## config.mk

```make
export PLATFORM = sky130hd
export DESIGN_NAME = acr_cfg
export DESIGN_NICKNAME = d
export VERILOG_FILES = /design/src/hdl/acr_pkg.sv /design/src/hdl/acr_buf.sv /design/src/hdl/acr_cfg.sv
export SDC_FILE = /design/constraint.sdc
export NUM_CORES = 1
export LEC_CHECK = 0
export BUFFER_PORTS_ARGS = -buffer_cell sky130_fd_sc_hd__buf_2
export CORE_UTILIZATION = 30
export DETAILED_ROUTE_END_ITERATION = 16
export HOLD_SLACK_MARGIN = 0.02
export MAX_ROUTING_LAYER = met4
export PLACE_DENSITY = 0.48
export SKIP_LAST_GASP = 1
export SYNTH_ARGS = -nofsm -noshare
export SYNTH_HDL_FRONTEND = slang
export SYNTH_SLANG_ARGS = --single-unit
```

## constraint.sdc

```tcl
create_clock -name clk -period 2.8 [get_ports clk]
set_input_delay 0.14 -clock clk [delete_from_list [all_inputs] [get_ports clk]]
set_output_delay 0.14 -clock clk [all_outputs]
set_load 0.005 [all_outputs]
```

## src/hdl/acr_pkg.sv

```systemverilog
package acr_pkg;

    localparam int unsigned ADDR_W      = 8;
    localparam int unsigned REG_W       = 8;
    localparam int unsigned FRAME_BITS  = 16;
    localparam int unsigned NUM_REGS    = 15;
    localparam int unsigned IDX_W       = 4;
    localparam int unsigned PAT_W       = 14;
    localparam int unsigned SYNC_N      = 5;

    localparam logic [7:0] REG_RST      = 8'h00;

    // register addresses
    localparam logic [7:0] ADR_CTL      = 8'h00;
    localparam logic [7:0] ADR_SWING    = 8'h01;
    localparam logic [7:0] ADR_PERF1    = 8'h03;
    localparam logic [7:0] ADR_GAIN     = 8'h25;
    localparam logic [7:0] ADR_DRIVE    = 8'h26;
    localparam logic [7:0] ADR_FORMAT   = 8'h3d;
    localparam logic [7:0] ADR_UPAT_HI  = 8'h3f;
    localparam logic [7:0] ADR_UPAT_LO  = 8'h40;
    localparam logic [7:0] ADR_RISE     = 8'h41;
    localparam logic [7:0] ADR_FALL     = 8'h42;
    localparam logic [7:0] ADR_PDN      = 8'h43;
    localparam logic [7:0] ADR_PERF2    = 8'h4a;
    localparam logic [7:0] ADR_PEDESTAL = 8'hbf;
    localparam logic [7:0] ADR_CORR     = 8'hcf;
    localparam logic [7:0] ADR_LOWRATE  = 8'hdf;

    // storage slot of each register
    localparam logic [3:0] IDX_CTL      = 4'h0;
    localparam logic [3:0] IDX_SWING    = 4'h1;
    localparam logic [3:0] IDX_PERF1    = 4'h2;
    localparam logic [3:0] IDX_GAIN     = 4'h3;
    localparam logic [3:0] IDX_DRIVE    = 4'h4;
    localparam logic [3:0] IDX_FORMAT   = 4'h5;
    localparam logic [3:0] IDX_UPAT_HI  = 4'h6;
    localparam logic [3:0] IDX_UPAT_LO  = 4'h7;
    localparam logic [3:0] IDX_RISE     = 4'h8;
    localparam logic [3:0] IDX_FALL     = 4'h9;
    localparam logic [3:0] IDX_PDN      = 4'ha;
    localparam logic [3:0] IDX_PERF2    = 4'hb;
    localparam logic [3:0] IDX_PEDESTAL = 4'hc;
    localparam logic [3:0] IDX_CORR     = 4'hd;
    localparam logic [3:0] IDX_LOWRATE  = 4'he;

    // writable bits of each register, reserved bits stay zero
    localparam logic [7:0] MSK_CTL      = 8'h01;
    localparam logic [7:0] MSK_SWING    = 8'hfc;
    localparam logic [7:0] MSK_PERF1    = 8'h03;
    localparam logic [7:0] MSK_GAIN     = 8'hff;
    localparam logic [7:0] MSK_DRIVE    = 8'h03;
    localparam logic [7:0] MSK_FORMAT   = 8'he0;
    localparam logic [7:0] MSK_UPAT_HI  = 8'hff;
    localparam logic [7:0] MSK_UPAT_LO  = 8'hfc;
    localparam logic [7:0] MSK_RISE     = 8'hff;
    localparam logic [7:0] MSK_FALL     = 8'hcc;
    localparam logic [7:0] MSK_PDN      = 8'h53;
    localparam logic [7:0] MSK_PERF2    = 8'h01;
    localparam logic [7:0] MSK_PEDESTAL = 8'hfc;
    localparam logic [7:0] MSK_CORR     = 8'hbc;
    localparam logic [7:0] MSK_LOWRATE  = 8'h30;

    // field positions
    localparam int unsigned POS_READBACK  = 0;
    localparam int unsigned POS_SOFT_RST  = 1;
    localparam int unsigned POS_GAIN_DIS  = 3;
    localparam int unsigned POS_DIG_EN    = 3;
    localparam int unsigned POS_STANDBY   = 2;
    localparam int unsigned POS_FULL_PDN  = 6;
    localparam int unsigned POS_OBUF_OFF  = 4;
    localparam int unsigned POS_LOOP_EN   = 5;
    localparam int unsigned POS_LOOP_HOLD = 7;
    localparam int unsigned POS_PERF2     = 0;

    localparam logic [5:0] SWING_DEFAULT  = 6'h00;
    localparam logic [1:0] SWING_CTL_ON   = 2'h3;
    localparam logic [3:0] GAIN_NONE      = 4'h0;

    // sync vector slots
    localparam int unsigned S_SCLK = 0;
    localparam int unsigned S_SEL  = 1;
    localparam int unsigned S_SDI  = 2;
    localparam int unsigned S_HRST = 3;
    localparam int unsigned S_OVR  = 4;

    typedef enum logic [2:0] {
        PAT_NORMAL = 3'h0,
        PAT_ZEROS  = 3'h1,
        PAT_ONES   = 3'h2,
        PAT_TOGGLE = 3'h3,
        PAT_RAMP   = 3'h4,
        PAT_USER   = 3'h5
    } acr_pat_t;

    localparam int unsigned RAMP_DIV_NARROW = 4;
    localparam int unsigned RAMP_DIV_WIDE   = 1;
    localparam int unsigned NARROW_W        = 12;

endpackage

```

## src/hdl/acr_buf.sv

```systemverilog
`timescale 1ns/1ps
module acr_buf #(
    parameter int unsigned WIDTH = 14,
    parameter int unsigned DEPTH = 2
) (
    input  wire logic             clk,
    input  wire logic             rst_n,
    input  wire logic             in_valid,
    output logic                  in_ready,
    input  wire logic [WIDTH-1:0] in_data,
    output logic                  out_valid,
    input  wire logic             out_ready,
    output logic      [WIDTH-1:0] out_data
);
    localparam int unsigned PW = (DEPTH > 1) ? $clog2(DEPTH) : 1;
    localparam int unsigned CW = $clog2(DEPTH + 1);

    logic [WIDTH-1:0] mem_ff [0:DEPTH-1];
    logic [PW-1:0]    wr_ptr_ff;
    logic [PW-1:0]    rd_ptr_ff;
    logic [CW-1:0]    count_ff;
    logic             push;
    logic             pop;

    assign in_ready  = (count_ff != CW'(DEPTH));
    assign out_valid = (count_ff != '0);
    assign push      = in_valid & in_ready;
    assign pop       = out_valid & out_ready;
    assign out_data  = mem_ff[rd_ptr_ff];

    function automatic logic [PW-1:0] bump(input logic [PW-1:0] p);
        bump = (p == PW'(DEPTH - 1)) ? '0 : p + PW'(1);
    endfunction

    always_ff @(posedge clk) begin
        if (push) begin
            mem_ff[wr_ptr_ff] <= in_data;
        end
    end

    always_ff @(posedge clk) begin
        if (!rst_n) begin
            wr_ptr_ff <= '0;
            rd_ptr_ff <= '0;
            count_ff  <= '0;
        end else begin
            if (push) begin
                wr_ptr_ff <= bump(wr_ptr_ff);
            end
            if (pop) begin
                rd_ptr_ff <= bump(rd_ptr_ff);
            end
            if (push && !pop) begin
                count_ff <= count_ff + CW'(1);
            end else if (pop && !push) begin
                count_ff <= count_ff - CW'(1);
            end
        end
    end
endmodule

```

## src/hdl/acr_cfg.sv

```systemverilog
`timescale 1ns/1ps
module acr_cfg #(
    parameter int unsigned DATA_W = 14
) (
    input  wire logic              clk,
    input  wire logic              rst_n,
    input  wire logic              hw_reset,
    input  wire logic              serial_clk_pin,
    input  wire logic              serial_select_n,
    input  wire logic              serial_in_line,
    input  wire logic              overrange_in,
    output logic                   overrange_readback_pin,
    input  wire logic [DATA_W-1:0] adc_data,
    input  wire logic              adc_valid,
    output logic                   adc_ready,
    output logic      [DATA_W-1:0] out_data,
    output logic                   out_valid,
    input  wire logic              out_ready,
    output logic      [5:0]        swing_code,
    output logic      [1:0]        perf_boost_one,
    output logic                   perf_boost_two,
    output logic      [3:0]        gain_code,
    output logic      [1:0]        drive_strength,
    output logic      [1:0]        data_format,
    output logic                   offset_loop_enable,
    output logic                   offset_loop_hold,
    output logic      [3:0]        offset_time_const,
    output logic      [5:0]        offset_pedestal,
    output logic      [7:0]        clkout_rise_cfg,
    output logic      [1:0]        clkout_fall_pos,
    output logic                   standby_request,
    output logic                   full_power_down,
    output logic                   output_buffer_off,
    output logic      [1:0]        low_rate_sel,
    output logic                   digital_path_enable
);
    localparam int unsigned RAMP_DIV = (DATA_W == acr_pkg::NARROW_W) ?
                                       acr_pkg::RAMP_DIV_NARROW : acr_pkg::RAMP_DIV_WIDE;

    // storage slot lookup: {hit, index}
    function automatic logic [4:0] decode(input logic [7:0] a);
        if (a == acr_pkg::ADR_CTL) begin
            decode = {1'b1, acr_pkg::IDX_CTL};
        end else if (a == acr_pkg::ADR_SWING) begin
            decode = {1'b1, acr_pkg::IDX_SWING};
        end else if (a == acr_pkg::ADR_PERF1) begin
            decode = {1'b1, acr_pkg::IDX_PERF1};
        end else if (a == acr_pkg::ADR_GAIN) begin
            decode = {1'b1, acr_pkg::IDX_GAIN};
        end else if (a == acr_pkg::ADR_DRIVE) begin
            decode = {1'b1, acr_pkg::IDX_DRIVE};
        end else if (a == acr_pkg::ADR_FORMAT) begin
            decode = {1'b1, acr_pkg::IDX_FORMAT};
        end else if (a == acr_pkg::ADR_UPAT_HI) begin
            decode = {1'b1, acr_pkg::IDX_UPAT_HI};
        end else if (a == acr_pkg::ADR_UPAT_LO) begin
            decode = {1'b1, acr_pkg::IDX_UPAT_LO};
        end else if (a == acr_pkg::ADR_RISE) begin
            decode = {1'b1, acr_pkg::IDX_RISE};
        end else if (a == acr_pkg::ADR_FALL) begin
            decode = {1'b1, acr_pkg::IDX_FALL};
        end else if (a == acr_pkg::ADR_PDN) begin
            decode = {1'b1, acr_pkg::IDX_PDN};
        end else if (a == acr_pkg::ADR_PERF2) begin
            decode = {1'b1, acr_pkg::IDX_PERF2};
        end else if (a == acr_pkg::ADR_PEDESTAL) begin
            decode = {1'b1, acr_pkg::IDX_PEDESTAL};
        end else if (a == acr_pkg::ADR_CORR) begin
            decode = {1'b1, acr_pkg::IDX_CORR};
        end else if (a == acr_pkg::ADR_LOWRATE) begin
            decode = {1'b1, acr_pkg::IDX_LOWRATE};
        end else begin
            decode = 5'h00;
        end
    endfunction

    function automatic logic [7:0] wr_mask(input logic [3:0] i);
        case (i)
            acr_pkg::IDX_CTL:      wr_mask = acr_pkg::MSK_CTL;
            acr_pkg::IDX_SWING:    wr_mask = acr_pkg::MSK_SWING;
            acr_pkg::IDX_PERF1:    wr_mask = acr_pkg::MSK_PERF1;
            acr_pkg::IDX_GAIN:     wr_mask = acr_pkg::MSK_GAIN;
            acr_pkg::IDX_DRIVE:    wr_mask = acr_pkg::MSK_DRIVE;
            acr_pkg::IDX_FORMAT:   wr_mask = acr_pkg::MSK_FORMAT;
            acr_pkg::IDX_UPAT_HI:  wr_mask = acr_pkg::MSK_UPAT_HI;
            acr_pkg::IDX_UPAT_LO:  wr_mask = acr_pkg::MSK_UPAT_LO;
            acr_pkg::IDX_RISE:     wr_mask = acr_pkg::MSK_RISE;
            acr_pkg::IDX_FALL:     wr_mask = acr_pkg::MSK_FALL;
            acr_pkg::IDX_PDN:      wr_mask = acr_pkg::MSK_PDN;
            acr_pkg::IDX_PERF2:    wr_mask = acr_pkg::MSK_PERF2;
            acr_pkg::IDX_PEDESTAL: wr_mask = acr_pkg::MSK_PEDESTAL;
            acr_pkg::IDX_CORR:     wr_mask = acr_pkg::MSK_CORR;
            acr_pkg::IDX_LOWRATE:  wr_mask = acr_pkg::MSK_LOWRATE;
            default:               wr_mask = 8'h00;
        endcase
    endfunction

    // 0101.. word; inverted gives 1010..
    function automatic logic [DATA_W-1:0] alt_word();
        logic [DATA_W-1:0] w;
        w = '0;
        for (int i = 0; i < DATA_W; i++) begin
            w[i] = ((i % 2) == 0);
        end
        alt_word = w;
    endfunction

    // pin inputs through two flops
    logic [acr_pkg::SYNC_N-1:0] meta_ff;
    logic [acr_pkg::SYNC_N-1:0] sync_ff;
    logic                       sclk_prev_ff;

    always_ff @(posedge clk) begin
        if (!rst_n) begin
            meta_ff      <= 5'h00;
            sync_ff      <= 5'h00;
            sclk_prev_ff <= 1'b0;
        end else begin
            meta_ff      <= {overrange_in, hw_reset, serial_in_line,
                             serial_select_n, serial_clk_pin};
            sync_ff      <= meta_ff;
            sclk_prev_ff <= sync_ff[acr_pkg::S_SCLK];
        end
    end

    logic sclk_fall;
    logic sel_act;
    logic sdi_bit;
    logic hrst;

    assign sclk_fall = sclk_prev_ff & ~sync_ff[acr_pkg::S_SCLK];
    assign sel_act   = ~sync_ff[acr_pkg::S_SEL];
    assign sdi_bit   = sync_ff[acr_pkg::S_SDI];
    assign hrst      = sync_ff[acr_pkg::S_HRST];

    // serial frame shifter
    logic [14:0] shift_ff;
    logic [3:0]  bit_cnt_ff;
    logic [7:0]  rd_shift_ff;
    logic        pin_ff;
    logic [7:0]  regs_ff [0:acr_pkg::NUM_REGS-1];

    logic        take_bit;
    logic [15:0] frame;
    logic        frame_done;
    logic        addr_done;
    logic [7:0]  wr_addr;
    logic [7:0]  wr_data;
    logic [4:0]  wr_dec;
    logic [4:0]  rd_dec;
    logic [7:0]  rd_addr;
    logic [7:0]  rd_value;
    logic        readback;
    logic        wr_ok;
    logic        soft_rst;
    logic        clear_all;

    assign take_bit   = sclk_fall & sel_act;
    assign frame      = {shift_ff, sdi_bit};
    assign frame_done = take_bit && (bit_cnt_ff == 4'hf);
    assign addr_done  = take_bit && (bit_cnt_ff == 4'h7);
    assign wr_addr    = frame[15:8];
    assign wr_data    = frame[7:0];
    assign wr_dec     = decode(wr_addr);
    assign rd_addr    = frame[7:0];
    assign rd_dec     = decode(rd_addr);
    assign readback   = regs_ff[acr_pkg::IDX_CTL][acr_pkg::POS_READBACK];
    assign wr_ok      = frame_done && wr_dec[4] &&
                        (!readback || (wr_addr == acr_pkg::ADR_CTL));
    assign soft_rst   = frame_done && (wr_addr == acr_pkg::ADR_CTL) &&
                        wr_data[acr_pkg::POS_SOFT_RST];
    assign clear_all  = hrst | soft_rst;
    assign rd_value   = (rd_dec[4] && rd_addr != acr_pkg::ADR_CTL) ?
                        regs_ff[rd_dec[3:0]] : 8'h00;

    always_ff @(posedge clk) begin
        if (!rst_n || !sel_act) begin
            shift_ff   <= 15'h0000;
            bit_cnt_ff <= 4'h0;
        end else if (take_bit) begin
            shift_ff   <= frame[14:0];
            bit_cnt_ff <= bit_cnt_ff + 4'h1;
        end
    end

    always_ff @(posedge clk) begin
        if (!rst_n) begin
            rd_shift_ff <= 8'h00;
            pin_ff      <= 1'b0;
        end else begin
            if (addr_done) begin
                rd_shift_ff <= rd_value;
            end else if (take_bit) begin
                rd_shift_ff <= {rd_shift_ff[6:0], 1'b0};
            end
            pin_ff <= readback ? rd_shift_ff[7] : sync_ff[acr_pkg::S_OVR];
        end
    end

    assign overrange_readback_pin = pin_ff;

    always_ff @(posedge clk) begin
        if (!rst_n || clear_all) begin
            for (int i = 0; i < acr_pkg::NUM_REGS; i++) begin
                regs_ff[i] <= acr_pkg::REG_RST;
            end
        end else if (wr_ok) begin
            regs_ff[wr_dec[3:0]] <= wr_data & wr_mask(wr_dec[3:0]);
        end
    end

    // decoded control fields
    logic [7:0] r_gain;
    logic [7:0] r_fall;
    logic [7:0] r_pdn;
    logic [7:0] r_corr;
    logic       dig_en;

    assign r_gain = regs_ff[acr_pkg::IDX_GAIN];
    assign r_fall = regs_ff[acr_pkg::IDX_FALL];
    assign r_pdn  = regs_ff[acr_pkg::IDX_PDN];
    assign r_corr = regs_ff[acr_pkg::IDX_CORR];
    assign dig_en = r_fall[acr_pkg::POS_DIG_EN];

    assign swing_code = (r_pdn[1:0] == acr_pkg::SWING_CTL_ON) ?
                        regs_ff[acr_pkg::IDX_SWING][7:2] : acr_pkg::SWING_DEFAULT;
    assign perf_boost_one      = regs_ff[acr_pkg::IDX_PERF1][1:0];
    assign perf_boost_two      = regs_ff[acr_pkg::IDX_PERF2][acr_pkg::POS_PERF2];
    assign gain_code           = (dig_en && !r_gain[acr_pkg::POS_GAIN_DIS]) ?
                                 r_gain[7:4] : acr_pkg::GAIN_NONE;
    assign drive_strength      = regs_ff[acr_pkg::IDX_DRIVE][1:0];
    assign data_format         = regs_ff[acr_pkg::IDX_FORMAT][7:6];
    assign offset_loop_enable  = dig_en &
                                 regs_ff[acr_pkg::IDX_FORMAT][acr_pkg::POS_LOOP_EN];
    assign offset_loop_hold    = r_corr[acr_pkg::POS_LOOP_HOLD];
    assign offset_time_const   = r_corr[5:2];
    assign offset_pedestal     = regs_ff[acr_pkg::IDX_PEDESTAL][7:2];
    assign clkout_rise_cfg     = regs_ff[acr_pkg::IDX_RISE];
    assign clkout_fall_pos     = r_fall[7:6];
    assign standby_request     = r_fall[acr_pkg::POS_STANDBY];
    assign full_power_down     = r_pdn[acr_pkg::POS_FULL_PDN];
    assign output_buffer_off   = r_pdn[acr_pkg::POS_OBUF_OFF];
    assign low_rate_sel        = regs_ff[acr_pkg::IDX_LOWRATE][5:4];
    assign digital_path_enable = dig_en;

    // pattern generator
    logic [DATA_W-1:0] ramp_ff;
    logic [1:0]        ramp_div_ff;
    logic              toggle_ff;
    logic              sample_take;
    logic [2:0]        pat;
    logic [13:0]       user_word;
    logic [DATA_W-1:0] pat_word;
    logic [DATA_W-1:0] sel_word;
    logic              use_pat;

    assign sample_take = adc_valid & adc_ready;
    assign pat         = r_gain[2:0];
    assign user_word   = {regs_ff[acr_pkg::IDX_UPAT_HI], regs_ff[acr_pkg::IDX_UPAT_LO][7:2]};
    assign use_pat     = dig_en && (pat != acr_pkg::PAT_NORMAL) && (pat <= acr_pkg::PAT_USER);

    assign pat_word = (pat == acr_pkg::PAT_ZEROS)  ? '0 :
                      (pat == acr_pkg::PAT_ONES)   ? '1 :
                      (pat == acr_pkg::PAT_TOGGLE) ? (toggle_ff ? ~alt_word() : alt_word()) :
                      (pat == acr_pkg::PAT_RAMP)   ? ramp_ff :
                      user_word[13 -: DATA_W];
    assign sel_word = use_pat ? pat_word : adc_data;

    always_ff @(posedge clk) begin
        if (!rst_n || clear_all) begin
            ramp_ff     <= '0;
            ramp_div_ff <= 2'h0;
            toggle_ff   <= 1'b0;
        end else if (sample_take) begin
            toggle_ff <= ~toggle_ff;
            if (ramp_div_ff == 2'(RAMP_DIV - 1)) begin
                ramp_div_ff <= 2'h0;
                ramp_ff     <= ramp_ff + DATA_W'(1);
            end else begin
                ramp_div_ff <= ramp_div_ff + 2'h1;
            end
        end
    end

    acr_buf #(
        .WIDTH (DATA_W),
        .DEPTH (2)
    ) u_buf (
        .clk       (clk),
        .rst_n     (rst_n),
        .in_valid  (adc_valid),
        .in_ready  (adc_ready),
        .in_data   (sel_word),
        .out_valid (out_valid),
        .out_ready (out_ready),
        .out_data  (out_data)
    );
endmodule

```

==> flow_summary.ini <==
[logic_synthesis]
post_synth_inst_count = 882
syn-cell-area_um2 = 10190
synth.yosys.seq_area_share_pct = 57.96
synth_async_sr_flop_share_pct = 0
synthTopCellsByArea = sky130_fd_sc_hd__edfxtp_1, sky130_fd_sc_hd__dfxtp_1, sky130_fd_sc_hd__mux2i_1
synth.avg_cell_area_um2 = 11.55
synth-main-ff-cell = sky130_fd_sc_hd__edfxtp_1
synth_top_area_cell = sky130_fd_sc_hd__edfxtp_1
synth_enable_flop_cells = 156
synth.distinct_cells = 80
synth_top_cell_area_share_pct = 45.97
ffs_latches_synth = 217
yosysWarnings = 0

[global_routing]
grt_pass1_wl_um = 42490
grt_antenna_before_repair = 0
grt_overflow = 0
pin_count_of_the_biggest_net_entering_global_routing = 30
first_global_vias = 7114
grt_use_total_pct = 16.36

[sta]
post-route-period-util_pct = 97.21
fin_worst_skew_ns = 0.009046
report.final.setup_viol = 0
final_number_of_hold_violating_endpoints = 0
maxSlewViolCount = 0
max_slew.worst_pin.slew_ns = 0.9069
max_slew_margin_pct = 39.54
hold_slack_ns = 0.06537
min_period_ns = 2.722
rsz0062_at_grt = true
achievable-frequency_mhz = 367.4
final.setup.tns_ns = 0

[status]
run_status = finished clean

[pwr]
largest_voltage_drop_on_the_vdd_net_uv = 387.5
total_leakage_power_nw = 4.765
totalPowerFinal_mw = 7.761
power_density_nw_per_um2 = 606.0

[critical_path]
critical_path.max_fanout = 8
cp_common_cell = sky130_fd_sc_hd__or3_1
worst_setup_path_end_kind = flop
critical_path_class = reg2reg
cp_launch_type = flop
critical_path.cell_chain = or3_1 > or4_1 > a21oi_1 > nor2_1 > a31o_1 > or3_1 > nand2_2
crit_slowest_cell = sky130_fd_sc_hd__or4_1
timing.critical_path.buf_inv = 0
critical_path.max_stage_delay_ns = 0.52
cp.required_ns = 3.01
crit_family = simple AND/OR/NAND/NOR gates
arrival_ns = 2.93

[drt]
drtAntennaViolNets = 0
post-route-drc-count = 0
drt-wirelength-per-cell_um = 17.90
initialDrtViolationCount = 450
total_wirelength_um = 27810
detail_route.vias_per_cell = 4.661
drt_pass1_iterations = 5
dr_total_vias = 7239

[clock_network]
clock_tree.root_cell = sky130_fd_sc_hd__clkbuf_16
cts-buffers-inserted = 26
clockBufferDepth = 3
clock_tree_from_tritoncts = done
clk-insertion-delay-late_ns = 0.52
worst_setup_hold_path_clk_slew_ns = 0.06
clock_sinks = 217
cts_max_level = 1

[die]
core.rowCount = 67
pin_count = 85
core_um2 = 33450
start_util_pct = 30.46
die-area_um2 = 34710
die_x_um = 186.3
chipHeight_um = 186.3

[cells_and_area]
area_growth_pct = 25.69
antennaDiodeCount = 0
final_net_count = 1113
fillers = 3315
final_layout_size_suffix_gt1_share_pct = 24.71

[min_path]
worst_hold_path_type = in2reg

[placement]
gp_routability_congestion = 0.8501
post_detailed_placement_half_perimeter_wirelength_um = 20050
portBuffers = 84

[run]
max_cap_violations = 0
routing by layer:
layer	GRT usage, %	share of wire (%)	up-vias
li1	-	-	3565
met5	-	0	-
met3	2.501	4.9	39
met4	3.846	1.9	0
met2	26.12	48	165
met1	21.80	46	3470
worst paths after layout:
path | startpoint | depth (start not counted) | slack, ns | endpoint
max reg2reg | shift_ff[13]$_SDFFE_PP0P_ | 7 | 0.08 | regs_ff[14][1]$_SDFFCE_PN0P_
max | shift_ff[13]$_SDFFE_PP0P_ | 7 | 0.08 | regs_ff[14][1]$_SDFFCE_PN0P_
min reg2reg | meta_ff[4]$_SDFF_PN0_ | 1 | 0.43 | sync_ff[4]$_SDFF_PN0_
min | adc_valid | 4 | 0.07 | ramp_ff[0]$_SDFFE_PP0P_
report_power, final:
| part | switching [mW] | leakage (nW) | internal (mW) | total [mW] |
|---|---|---|---|---|
| logic | 0.376 | 2.29 | 0.382 | 0.758 |
| registers | 0.124 | 2.07 | 3.68 | 3.80 |
| clock network | 1.32 | 0.401 | 1.89 | 3.20 |
sequential cells by signal, indices dropped and copies added, names as in the netlist, named ones only:
| register | cells |
|---|---|
| sync_ff | 5 |
| shift_ff | 15 |
| rd_shift_ff | 8 |
| u_buf.wr_ptr_ff | 1 |
| u_buf.mem_ff | 28 |
| u_buf.count_ff | 2 |
| bit_cnt_ff | 4 |
| sclk_prev_ff | 1 |
| u_buf.rd_ptr_ff | 1 |
| toggle_ff | 1 |
| overrange_readback_pin | 1 |
| ramp_ff | 14 |
| ramp_div_ff | 2 |
| meta_ff | 5 |
| regs_ff | 128 |
layout make-up:
type / instances / area [um^2] / area share [%]
inverters: 15 / 56.30 / 0.4396
clock buffers: 36 / 719.4 / 5.617
well taps: 448 / 560.5 / 4.377
repair buffers: 179 / 1381 / 10.79
clock inverters: 12 / 90.09 / 0.7034
flip-flops and latches: 217 / 5912 / 46.16
multi-input cells: 646 / 4088 / 31.92
kinds of logic after synthesis:
logic type / Yosys count / synth area share, %
compound gates: 144 / 9.713
xor+xnor: 21 / 1.805
fa+ha+maj: 5 / 0.6139
buf+inv: 80 / 4.752
flops: 217 / 57.96
mux: 88 / 9.909
other cells: 1 / 0.03680
simple gates: 326 / 15.21
tightest hold or removal path, cell delays in order:
cell and delay (ns):
sky130_fd_sc_hd__buf_2 0.12, sky130_fd_sc_hd__nand3_1 0.14, sky130_fd_sc_hd__xor2_1 0.08, sky130_fd_sc_hd__nor2_1 0.07
metrics by stage:
step	setup WS, ns	std cells	area, um^2	util [%]
after global routing	-0.06602	1553	12810	38.29
after floorplan	0.2447	943	10420	-
after global placement	-0.02609	1483	11720	35.02
after CTS	0.003187	1552	12770	38.18
after detailed placement	-0.1047	1483	11720	35.02
final	0.07820	1553	12810	38.29
cell usage after synthesis (all sizes together) (8+ instances only):
cell type  count
clkbuf        21
buf           44
a22o          16
or3            8
o21ai         36
edfxtp       156
nand2         92
mux2i         51
a21oi         36
nor3          10
and2          23
dfxtp         61
nor2         120
xor2          13
inv           13
xnor2          8
a211oi        13
nand3         15
mux2          31
and3          11
repair_timing:
action / CTS / global route
pin swaps: 1 / 1
hold endpoints to repair: 33 / 0
setup endpoints to repair: 47 / 139
gates resized for setup: 4 / 12
gates cloned: 1 / 0
hold buffers: 19 / 0
setup buffers: 1 / 1
cells in the final DEF, fill, tap and decap left out, types with 5 or more instances in the layout:
cell type and count:
sky130_fd_sc_hd__xnor2_1 8, sky130_fd_sc_hd__nand4_1 5, sky130_fd_sc_hd__or4_1 5, sky130_fd_sc_hd__clkbuf_16 27
sky130_fd_sc_hd__mux2i_1 51, sky130_fd_sc_hd__dlygate4sd3_1 19, sky130_fd_sc_hd__ha_1 5, sky130_fd_sc_hd__a21oi_1 34
sky130_fd_sc_hd__nand2b_1 6, sky130_fd_sc_hd__nor2_1 115, sky130_fd_sc_hd__o22ai_1 6, sky130_fd_sc_hd__nor3_1 7
sky130_fd_sc_hd__nand3_1 13, sky130_fd_sc_hd__buf_12 14, sky130_fd_sc_hd__buf_4 61, sky130_fd_sc_hd__dfxtp_2 5
sky130_fd_sc_hd__xor2_1 13, sky130_fd_sc_hd__o221ai_1 5, sky130_fd_sc_hd__o21ai_0 24, sky130_fd_sc_hd__o21ai_1 10
sky130_fd_sc_hd__inv_1 11, sky130_fd_sc_hd__clkinv_2 8, sky130_fd_sc_hd__conb_1 62, sky130_fd_sc_hd__nor2b_1 6
sky130_fd_sc_hd__or3_1 8, sky130_fd_sc_hd__buf_2 84, sky130_fd_sc_hd__and2_1 23, sky130_fd_sc_hd__mux2_2 31
sky130_fd_sc_hd__and3_1 11, sky130_fd_sc_hd__edfxtp_1 156, sky130_fd_sc_hd__clkbuf_1 8, sky130_fd_sc_hd__nand2_1 89
sky130_fd_sc_hd__a211oi_1 9, sky130_fd_sc_hd__dfxtp_1 56, sky130_fd_sc_hd__a22o_1 16
Note: power is estimated with default switching activity, not from simulation.
